File: src/overtemp_fault_pkg.sv
// Purpose: Shared constants for the over-temperature fault response block.
// Assumes: 10 MHz core clock; command codes address the limit registers.
// Notes:   Limits use the 16-bit linear format (5-bit exponent, 11-bit mantissa).
package overtemp_fault_pkg;

  // Command codes of the limit and response registers
  localparam logic [7:0] CMD_OC_LV_FAULT_LIMIT = 8'h48;
  localparam logic [7:0] CMD_OC_WARN_LIMIT     = 8'h4a;
  localparam logic [7:0] CMD_OVERTEMP_FAULT_THRESHOLD    = 8'h4f;
  localparam logic [7:0] CMD_OT_FAULT_ACTION   = 8'h50;
  localparam logic [7:0] CMD_OVERTEMP_WARNING_THRESHOLD     = 8'h51;

  // Field positions of the fault action byte
  localparam int RESP_MSB  = 7;
  localparam int RESP_LSB  = 6;
  localparam int RETRY_MSB = 5;
  localparam int RETRY_LSB = 3;
  localparam int DELAY_MSB = 2;
  localparam int DELAY_LSB = 0;

  // Response and retry encodings
  localparam logic [1:0] RESP_IGNORE     = 2'h0;
  localparam logic [1:0] RESP_DELAY_RUN  = 2'h1;
  localparam logic [1:0] RESP_DISABLE    = 2'h2;
  localparam logic [1:0] RESP_LATCH_OFF  = 2'h3;
  localparam logic [2:0] RETRY_NONE      = 3'h0;
  localparam logic [2:0] RETRY_FOREVER   = 3'h7;

  // Values after reset: limits at the largest positive linear value, action ignore
  localparam logic [15:0] LIMIT_RESET  = 16'h7bff;
  localparam logic [7:0]  ACTION_RESET = 8'h00;

  // Delay time unit and its length in clock cycles
  localparam int unsigned CLK_FREQ_KHZ     = 10000;
  localparam int unsigned DELAY_UNIT_US    = 1000;
  localparam int unsigned UNIT_CYCLES      = (DELAY_UNIT_US * CLK_FREQ_KHZ) / 1000;

  // Fault handling states
  typedef enum logic [2:0] {
    ST_IDLE      = 3'b000,
    ST_RUN_DELAY = 3'b001,
    ST_OFF_WAIT  = 3'b010,
    ST_LATCHED   = 3'b011
  } fault_state_type;

endpackage

File: src/overtemp_fault_response.sv
// Purpose: Limit registers, limit comparison and over-temperature fault response.
// Assumes: Command port and readings come from logic on clk_i; control pin is async.
// Notes:   Readings and limits are linear format; other fault sources arrive as a level.
`timescale 1ns/100ps

// Contract
// - Store over-current low-voltage limit, never use it
// - Hold 16-bit over-current warning limit
// - Hold 16-bit over-temperature fault limit
// - Hold 16-bit over-temperature warning limit
// - Response 00: keep running on fault
// - Response 01: run for delay, then retry
// - Response 10: disable now, then retry
// - Response 11: off until fault cleared
// - Clear by bit, clear-all, reset, off-on
// - Retry 000: no restart, stay off
// - Retry 1-6 attempts, then latch off
// - Restart attempts spaced by delay count
// - Retry 111 retries without limit
// - Endless retry stops on off/other fault
// - Delay field selects count of units
// - Delay used for run time or spacing
module overtemp_fault_response #(
  parameter int unsigned UNIT_CYCLES = overtemp_fault_pkg::UNIT_CYCLES
) (
  input  wire logic        clk_i,
  input  wire logic        reset_n_i,
  input  wire logic [7:0]  cmd_code_i,
  input  wire logic [15:0] wr_data_i,
  input  wire logic        wr_en_i,
  input  wire logic        rd_en_i,
  input  wire logic        clear_faults_i,
  input  wire logic        clear_ot_fault_i,
  input  wire logic        operation_on_i,
  input  wire logic        ctrl_pin_i,
  input  wire logic        other_fault_off_i,
  input  wire logic [15:0] temp_reading_i,
  input  wire logic [15:0] iout_reading_i,
  output logic [15:0]      rd_data_o,
  output logic             rd_ack_o,
  output logic             output_en_o,
  output logic             ot_fault_status_o,
  output logic             ot_warn_status_o,
  output logic             oc_warn_status_o,
  output logic             retrying_o
);

  // Linear format to fixed point: mantissa shifted by exponent plus 16
  function automatic logic signed [41:0] lin_fix(input logic [15:0] v);
    logic signed [41:0] m;
    logic [4:0]         sh;
    m  = 42'(signed'(v[10:0]));
    sh = v[15:11] + 5'h10;
    return m <<< sh;
  endfunction

  logic [15:0] oc_lv_limit_q;
  logic [15:0] oc_warn_limit_q;
  logic [15:0] overtemp_fault_threshold_q;
  logic [15:0] overtemp_warning_threshold_q;
  logic [7:0]  ot_action_q;
  logic        ctrl_level;
  logic        on_cmd_q;
  logic        on_cmd_d;
  logic        off_on_seen;
  logic        ot_fault_now;
  logic        ot_warn_now;
  logic        oc_warn_now;
  logic [1:0]  resp_mode;
  logic [2:0]  retry_set;
  logic [2:0]  delay_field;
  logic [7:0]  delay_units;
  overtemp_fault_pkg::fault_state_type state_q;
  overtemp_fault_pkg::fault_state_type state_d;
  logic [31:0] cycle_cnt_q;
  logic [7:0]  unit_cnt_q;
  logic [2:0]  attempts_q;
  logic        unit_tick;
  logic        delay_done;
  logic        start_delay;
  logic        clear_any;
  logic        sel_oc_lv;
  logic        sel_oc_warn;
  logic        sel_ot_fault;
  logic        sel_ot_act;
  logic        sel_ot_warn;
  logic [15:0] rd_mux;
  logic        attempts_left;

  // Control pin crosses into the clock domain
  pin_sync ctrl_sync (
    .clk_i     (clk_i),
    .reset_n_i (reset_n_i),
    .pin_i     (ctrl_pin_i),
    .level_o   (ctrl_level)
  );

  // Command decode
  assign sel_oc_lv    = (cmd_code_i == overtemp_fault_pkg::CMD_OC_LV_FAULT_LIMIT);
  assign sel_oc_warn  = (cmd_code_i == overtemp_fault_pkg::CMD_OC_WARN_LIMIT);
  assign sel_ot_fault = (cmd_code_i == overtemp_fault_pkg::CMD_OVERTEMP_FAULT_THRESHOLD);
  assign sel_ot_act   = (cmd_code_i == overtemp_fault_pkg::CMD_OT_FAULT_ACTION);
  assign sel_ot_warn  = (cmd_code_i == overtemp_fault_pkg::CMD_OVERTEMP_WARNING_THRESHOLD);

  // Read selection, unknown codes read zero
  assign rd_mux = sel_oc_lv    ? oc_lv_limit_q :
                  sel_oc_warn  ? oc_warn_limit_q :
                  sel_ot_fault ? overtemp_fault_threshold_q :
                  sel_ot_act   ? {8'h00, ot_action_q} :
                  sel_ot_warn  ? overtemp_warning_threshold_q : 16'h0000;

  // Limit registers; the low-voltage limit only reads back
  always_ff @(posedge clk_i or negedge reset_n_i) begin
    if (!reset_n_i) begin
      oc_lv_limit_q    <= overtemp_fault_pkg::LIMIT_RESET;
      oc_warn_limit_q  <= overtemp_fault_pkg::LIMIT_RESET;
      overtemp_fault_threshold_q <= overtemp_fault_pkg::LIMIT_RESET;
      overtemp_warning_threshold_q  <= overtemp_fault_pkg::LIMIT_RESET;
      ot_action_q      <= overtemp_fault_pkg::ACTION_RESET;
    end else if (wr_en_i) begin
      if (sel_oc_lv)    oc_lv_limit_q    <= wr_data_i;
      if (sel_oc_warn)  oc_warn_limit_q  <= wr_data_i;
      if (sel_ot_fault) overtemp_fault_threshold_q <= wr_data_i;
      if (sel_ot_warn)  overtemp_warning_threshold_q  <= wr_data_i;
      if (sel_ot_act)   ot_action_q      <= wr_data_i[7:0];
    end
  end

  // Read answer one cycle after the strobe
  always_ff @(posedge clk_i or negedge reset_n_i) begin
    if (!reset_n_i) begin
      rd_data_o <= 16'h0000;
      rd_ack_o  <= 1'b0;
    end else begin
      rd_ack_o <= rd_en_i;
      if (rd_en_i) rd_data_o <= rd_mux;
    end
  end

  // Limit comparisons on the decoded linear values
  assign ot_fault_now = lin_fix(temp_reading_i) > lin_fix(overtemp_fault_threshold_q);
  assign ot_warn_now  = lin_fix(temp_reading_i) > lin_fix(overtemp_warning_threshold_q);
  assign oc_warn_now  = lin_fix(iout_reading_i) > lin_fix(oc_warn_limit_q);

  // Action byte fields and delay length
  assign resp_mode   = ot_action_q[overtemp_fault_pkg::RESP_MSB:overtemp_fault_pkg::RESP_LSB];
  assign retry_set   = ot_action_q[overtemp_fault_pkg::RETRY_MSB:overtemp_fault_pkg::RETRY_LSB];
  assign delay_field = ot_action_q[overtemp_fault_pkg::DELAY_MSB:overtemp_fault_pkg::DELAY_LSB];
  assign delay_units = 8'h01 << delay_field;

  // On command from pin and operation; an off-then-on clears a latched fault
  assign on_cmd_d    = ctrl_level & operation_on_i;
  assign off_on_seen = on_cmd_d & ~on_cmd_q;
  assign clear_any   = clear_faults_i | clear_ot_fault_i | off_on_seen;

  // Delay timer: unit ticks from a cycle divider, units counted to the target
  assign unit_tick  = (cycle_cnt_q == UNIT_CYCLES - 1);
  assign delay_done = unit_tick & (unit_cnt_q == delay_units - 8'h01);

  // Attempts remain unless this failed attempt spends the count; seven means no limit
  assign attempts_left = (retry_set == overtemp_fault_pkg::RETRY_FOREVER) |
                         (({1'b0, attempts_q} + 4'h1) < {1'b0, retry_set});

  // Next state of the fault response
  always_comb begin
    state_d     = state_q;
    start_delay = 1'b0;
    case (state_q)
      overtemp_fault_pkg::ST_IDLE: begin
        if (ot_fault_now && on_cmd_q) begin
          case (resp_mode)
            overtemp_fault_pkg::RESP_IGNORE: state_d = overtemp_fault_pkg::ST_IDLE;
            overtemp_fault_pkg::RESP_DELAY_RUN: begin
              state_d     = overtemp_fault_pkg::ST_RUN_DELAY;
              start_delay = 1'b1;
            end
            overtemp_fault_pkg::RESP_DISABLE: begin
              if (retry_set == overtemp_fault_pkg::RETRY_NONE) begin
                state_d = overtemp_fault_pkg::ST_LATCHED;
              end else begin
                state_d     = overtemp_fault_pkg::ST_OFF_WAIT;
                start_delay = 1'b1;
              end
            end
            default: state_d = overtemp_fault_pkg::ST_LATCHED;
          endcase
        end
      end
      overtemp_fault_pkg::ST_RUN_DELAY: begin
        if (!on_cmd_q) begin
          state_d = overtemp_fault_pkg::ST_IDLE;
        end else if (delay_done) begin
          if (!ot_fault_now) begin
            state_d = overtemp_fault_pkg::ST_IDLE;
          end else if (retry_set == overtemp_fault_pkg::RETRY_NONE) begin
            state_d = overtemp_fault_pkg::ST_LATCHED;
          end else begin
            state_d     = overtemp_fault_pkg::ST_OFF_WAIT;
            start_delay = 1'b1;
          end
        end
      end
      overtemp_fault_pkg::ST_OFF_WAIT: begin
        if (!on_cmd_q) begin
          state_d = overtemp_fault_pkg::ST_IDLE;
        end else if (other_fault_off_i) begin
          state_d = overtemp_fault_pkg::ST_LATCHED;
        end else if (delay_done) begin
          if (!ot_fault_now) begin
            state_d = overtemp_fault_pkg::ST_IDLE;  // Restart succeeds
          end else if (attempts_left) begin
            start_delay = 1'b1;
          end else begin
            state_d = overtemp_fault_pkg::ST_LATCHED;
          end
        end
      end
      overtemp_fault_pkg::ST_LATCHED: begin
        if (clear_any) state_d = overtemp_fault_pkg::ST_IDLE;
      end
      default: state_d = overtemp_fault_pkg::ST_IDLE;
    endcase
  end

  // State, timer and attempt registers
  always_ff @(posedge clk_i or negedge reset_n_i) begin
    if (!reset_n_i) begin
      state_q     <= overtemp_fault_pkg::ST_IDLE;
      cycle_cnt_q <= 32'h0000_0000;
      unit_cnt_q  <= 8'h00;
      attempts_q  <= 3'h0;
      on_cmd_q    <= 1'b0;
    end else begin
      state_q  <= state_d;
      on_cmd_q <= on_cmd_d;
      if (start_delay) begin
        cycle_cnt_q <= 32'h0000_0000;
        unit_cnt_q  <= 8'h00;
      end else if (unit_tick) begin
        cycle_cnt_q <= 32'h0000_0000;
        unit_cnt_q  <= unit_cnt_q + 8'h01;
      end else begin
        cycle_cnt_q <= cycle_cnt_q + 32'h0000_0001;
      end
      if (state_d == overtemp_fault_pkg::ST_IDLE) begin
        attempts_q <= 3'h0;
      end else if (state_q == overtemp_fault_pkg::ST_OFF_WAIT && delay_done && attempts_q != 3'h7) begin
        attempts_q <= attempts_q + 3'h1;
      end
    end
  end

  // Status flags and output enable; a new fault wins over a clear
  always_ff @(posedge clk_i or negedge reset_n_i) begin
    if (!reset_n_i) begin
      ot_fault_status_o <= 1'b0;
      ot_warn_status_o  <= 1'b0;
      oc_warn_status_o  <= 1'b0;
      output_en_o       <= 1'b0;
      retrying_o        <= 1'b0;
    end else begin
      ot_fault_status_o <= ot_fault_now | (ot_fault_status_o & ~clear_any);
      ot_warn_status_o  <= ot_warn_now | (ot_warn_status_o & ~(clear_faults_i | off_on_seen));
      oc_warn_status_o  <= oc_warn_now | (oc_warn_status_o & ~(clear_faults_i | off_on_seen));
      output_en_o       <= on_cmd_d & ~other_fault_off_i &
                           (state_d == overtemp_fault_pkg::ST_IDLE ||
                            state_d == overtemp_fault_pkg::ST_RUN_DELAY);
      retrying_o        <= (state_d == overtemp_fault_pkg::ST_OFF_WAIT);
    end
  end

endmodule

File: src/pin_sync.sv
// Purpose: Three-stage synchroniser for a pin from outside the clock domain.
// Assumes: Pin may change at any time relative to clk_i.
// Notes:   Output follows only when stages two and three agree.
`timescale 1ns/100ps
module pin_sync (
  input  wire logic clk_i,
  input  wire logic reset_n_i,
  input  wire logic pin_i,
  output logic      level_o
);

  logic meta_q;
  logic stage2_q;
  logic stage3_q;

  // Chain of three flops, stable value taken when the last two agree
  always_ff @(posedge clk_i or negedge reset_n_i) begin
    if (!reset_n_i) begin
      meta_q   <= 1'b0;
      stage2_q <= 1'b0;
      stage3_q <= 1'b0;
      level_o  <= 1'b0;
    end else begin
      meta_q   <= pin_i;
      stage2_q <= meta_q;
      stage3_q <= stage2_q;
      if (stage2_q == stage3_q) begin
        level_o <= stage3_q;
      end
    end
  end

endmodule

File: config.mk
export PLATFORM = sky130hd
export DESIGN_NAME = overtemp_fault_response
export DESIGN_NICKNAME = d
export VERILOG_FILES = /design/src/overtemp_fault_pkg.sv /design/src/overtemp_fault_response.sv /design/src/pin_sync.sv
export SDC_FILE = /design/constraint.sdc
export NUM_CORES = 1
export LEC_CHECK = 0
export ABC_AREA = 1
export BUFFER_PORTS_ARGS = -buffer_cell sky130_fd_sc_hd__buf_2
export CORE_UTILIZATION = 50
export DETAILED_ROUTE_END_ITERATION = 12
export GPL_TIMING_DRIVEN = 0
export HOLD_SLACK_MARGIN = 0.03
export PLACE_DENSITY = 0.7
export SKIP_LAST_GASP = 1
export SLEW_MARGIN = 30
export SYNTH_ARGS = -nofsm -noshare
export SYNTH_HDL_FRONTEND = slang
export SYNTH_SLANG_ARGS = --single-unit
export TNS_END_PERCENT = 100
File: constraint.sdc
create_clock -name clk_i -period 3.5 [get_ports clk_i]
set_input_delay 0.7 -clock clk_i [delete_from_list [all_inputs] [get_ports clk_i]]
set_output_delay 0.7 -clock clk_i [all_outputs]
set_load 0.02 [all_outputs]
==> flow_summary_export.csv <==
group,metric,value,unit
status,status,"finished, violations left",
status,violations,"negative setup slack",
cts,clkSlewWorstSetupHoldPaths,0.07,ns
logic_synthesis,synth-seq-area-share,26.2,%
power_and_ir_drop,combinational_power_share,32.6,%
grt,global_route_met2_usage,50.0,%
sta,finalWorstSetupSlack,-0.156,ns
grt,grt_antenna_before_repair,0,
min_path,hold_class,"primary input to asynchronous set/reset pin",
die,dieHeight,170,um
worst_setup_path,timing.critical_path.slowest_stage_cell,"sky130_fd_sc_hd__dfstp_2",
die,initial_utilization,50.8,%
cts,tritoncts_num_sinks,145,
logic_synthesis,synth-edff-count,0,
finish,nFillCells,2642,
worst_setup_path,cp_top_family,"simple AND/OR/NAND/NOR gates",
logic_synthesis,synthTopCellsByCount,"sky130_fd_sc_hd__nand2_1 (560), sky130_fd_sc_hd__o21ai_0 (355), sky130_fd_sc_hd__inv_1 (197), sky130_fd_sc_hd__nor2_1 (170), sky130_fd_sc_hd__ha_1 (133)",
logic_synthesis,synth.net_count,2345,
detailed_routing,postRouteAntennaNets,0,
sta,timing.final.setup_violations,48,
grt,use_met3,3.33,%
worst_setup_path,critPathMaxFanout,5,
die,core.rowCount,61,
logic_synthesis,yosys_warnings,0,
sta,maxSlewViolCount,0,
logic_synthesis,synthesis.instances,2147,
grt,pin_count_of_the_biggest_net_entering_global_routing,71,
worst_setup_path,worst_path_most_repeated_cell,"sky130_fd_sc_hd__nand2_1",
logic_synthesis,synth.distinct_cells,59,
cts,tritoncts_clock_tree,"done",
sta,rsz_0062_raised_after_global_routing,"true",
flow_run,cap_violations,0,
worst_setup_path,timing.critical_path.required,3.86,ns
cts,clock_tree.htree_level_count,4,
power_and_ir_drop,power_switching_share,37.0,%
logic_synthesis,synth-async-reset-ratio,100,%
die,io_pins,87,
detailed_routing,routed_via_density,5.71,
sta,hold_violations,0,
worst_setup_path,r2r_slack,-0.16,ns
worst_setup_path,crit-reg2reg-capture,"retrying_o$_DFF_PN0_",
cts,clk_buf_depth,2,
worst_setup_path,path_class,"flip-flop to flip-flop",
logic_synthesis,synth.most_common_cell,"sky130_fd_sc_hd__nand2_1",
power_and_ir_drop,pwr-share-clk,34.0,%
grt,global_route_wire_length_before_repair,70.3,mm
worst_setup_path,r2r_cells,28,
logic_synthesis,synth.ff_latch_count,145,
cts,hold_buffers,0,
sta,worst_pin_slew,0.654,ns
die,core_area,27800,um2
detailed_routing,wire_length_reported_by_the_detailed_router,45.0,mm
worst_setup_path,cp-startpoint,"overtemp_fault_threshold_q[11]$_DFFE_PN1P_",
logic_synthesis,synth_largest_area_cell,"sky130_fd_sc_hd__dfrtp_1",
worst_setup_path,worstSetupEndpointType,"flip-flop",
detailed_routing,detail_route.wl_per_cell,16.8,um
grt,globalRoute.totalOverflow,0,
logic_synthesis,synth_largest_type_area_fraction,15.8,%
placed_design,port_buf_inserts,80,
sta,timing.final.crit_period,3.66,ns
worst_setup_path,critical_path.max_stage_delay,0.62,ns
detailed_routing,detailedRoute.firstPassIterationCount,6,
worst_setup_path,cp-endpoint,"retrying_o$_DFF_PN0_",
logic_synthesis,ys_top_cells_by_area,"sky130_fd_sc_hd__dfrtp_1 (16%), sky130_fd_sc_hd__nand2_1 (15%), sky130_fd_sc_hd__o21ai_0 (13%)",
grt,use_met1,42.4,%
power_and_ir_drop,cellInternalPower,3540,uW
die,fp.dieArea,28900,um2
power_and_ir_drop,power_frac_seq,33.5,%
worst_setup_path,buffering_stage_count_on_the_worst_path_with_inverters_included,5,
power_and_ir_drop,vdd.ir_drop.worst,0.660,mV
worst_setup_path,reg2reg_from,"overtemp_fault_threshold_q[11]$_DFFE_PN1P_",
detailed_routing,drc_errors,0,
finish,fin_util,61.7,%
placed_design,gp_routability_congestion,0.993,
finish,ant_cells,0,
die,die_w,170,um
worst_setup_path,worstSetupStartpointType,"flip-flop",
logic_synthesis,syn-cell-area,14100,um2
cts,clk_root_buffer_cell,"sky130_fd_sc_hd__clkbuf_16",
finish,layout.nets,2490,
power_and_ir_drop,power_per_cell_area,328,nW/um2
grt,globalRouteTotalUtil,30.6,%
detailed_routing,via_count,15300,
grt,grt-busiest-layer,"met2",
cts,clk_latency,0.43,ns
sta,fin_crit_sh,104,%
finish,drive_gt1_share,22.3,%
detailed_routing,drt-initial-drc-count,1307,
power_and_ir_drop,power_switching,2080,uW
logic_synthesis,synth_area_per_cell,6.57,um2
sta,max_transition_margin,56.2,%
worst_setup_path,worst-endpoint-arrival,4.02,ns
grt,grt_pass1_vias,13900,
worst_setup_path,path_depth,28,
sta,timing.fmax,274,MHz
finish,flow.area_growth_from_synthesis,21.4,%
cts,cts_made_buffers,17,
logic_synthesis,synthFlopType,"sky130_fd_sc_hd__dfrtp_1",
sta,fin_skew,0.00996,ns
power_and_ir_drop,static_power_due_to_leakage,0.00794,uW
placed_design,dpl.hpwl,35.1,mm
placed_design,pre_cts_slack,-0.913,ns
-- worst min path at each step --
stage	start	end	slack (ns)
floorplan	ctrl_sync.meta_q$_DFF_PN0_	ctrl_sync.stage2_q$_DFF_PN0_	0.33
global placement	ctrl_sync.meta_q$_DFF_PN0_	ctrl_sync.stage2_q$_DFF_PN0_	0.35
detailed placement	ctrl_sync.meta_q$_DFF_PN0_	ctrl_sync.stage2_q$_DFF_PN0_	0.34
CTS	reset_n_i	cycle_cnt_q[13]$_DFF_PN0_	0.11
global route	reset_n_i	cycle_cnt_q[13]$_DFF_PN0_	0.12
finish	reset_n_i	cycle_cnt_q[13]$_DFF_PN0_	0.11
-- worst reg2reg max path, delay by kind of cell, from the launching register on --
kind	cells	cell delay (ns)
compound gates	7	0.83
mux	1	0.26
simple gates	14	1.12
buf+inv	5	0.59
fa+ha+maj	1	0.17
flops	1	0.62
-- layout make-up --
type / count / area (um2) / share of cell area (%)
multi-input combinational: 1693 / 10200 / 59.4
sequential: 145 / 3700 / 21.6
tap: 378 / 473 / 2.76
clock buffer: 19 / 453 / 2.64
clock inverter: 13 / 164 / 0.957
timing repair buffer: 132 / 877 / 5.12
inverter: 210 / 813 / 4.75
buffer: 93 / 482 / 2.81
-- per-stage QoR --
| step | area (um2) | total power [uW] | cells | hold WS [ns] | TNS (ns) |
|---|---|---|---|---|---|
| floorplan | 14100 | 2930 | 2147 | 0.331 | -0.0486 |
| global placement | 15000 | 3350 | 2605 | 0.350 | -69.79 |
| detailed placement | 15100 | 3400 | 2607 | 0.341 | -41.44 |
| CTS | 16200 | 5420 | 2660 | 0.113 | -0.220 |
| global route | 17100 | 5910 | 2683 | 0.119 | -14.65 |
| finish | 17100 | 5620 | 2683 | 0.111 | -4.47 |
-- power by group through the flow --
stage	clock [uW]	sequential, uW	combinational, uW
2_1_floorplan	0	1880	1060
3_3_place_gp	0	1890	1460
3_5_place_dp	0	1890	1510
4_1_cts	1930	1870	1620
5_1_grt	1980	1890	2040
6_report	1910	1880	1830
-- cell usage in the layout (no fill, tap or decap), types with 58 or more instances in the layout --
cell type / instances
sky130_fd_sc_hd__a21oi_1: 92
sky130_fd_sc_hd__buf_2: 85
sky130_fd_sc_hd__clkbuf_1: 58
sky130_fd_sc_hd__dfrtp_1: 89
sky130_fd_sc_hd__ha_1: 122
sky130_fd_sc_hd__inv_1: 190
sky130_fd_sc_hd__nand2_1: 521
sky130_fd_sc_hd__nand3_1: 89
sky130_fd_sc_hd__nor2_1: 148
sky130_fd_sc_hd__o21ai_0: 235
sky130_fd_sc_hd__o21ai_2: 66
-- timing repair --
action                     4_1_cts  5_1_grt
setup endpoints to repair       50       50
pin swaps                       40       83
gates cloned                     2        1
hold endpoints to repair         0        0
resized for setup              180      213
buffers inserted                23       24
-- sequential cells by signal, indices dropped and copies added (netlist names), 3 cells and up --
register and count:
rd_data_o 16, overtemp_fault_threshold_q 16, oc_warn_limit_q 16, overtemp_warning_threshold_q 16, cycle_cnt_q 32, unit_cnt_q 8
attempts_q 3, oc_lv_limit_q 16, ot_action_q 8, state_q 3
-- layer usage --
layer	up-vias	part of all wire [%]
li1	7524	-
met1	7137	44
met2	568	46
met3	95	6.6
met4	0	2.9
met5	-	0
-- cells by family (layout without fill, tap and decap cells) --
logic type | Yosys count | in the layout | synth area share [%]
other cells | 1 | 1 | 0.0266
xor+xnor | 33 | 33 | 2.05
flops | 145 | 145 | 26.2
buf+inv | 309 | 467 | 8.62
mux | 21 | 21 | 1.49
compound gates | 537 | 537 | 20.4
fa+ha+maj | 134 | 134 | 11.9
simple gates | 967 | 967 | 29.3
(Power assumes the default switching activity.)
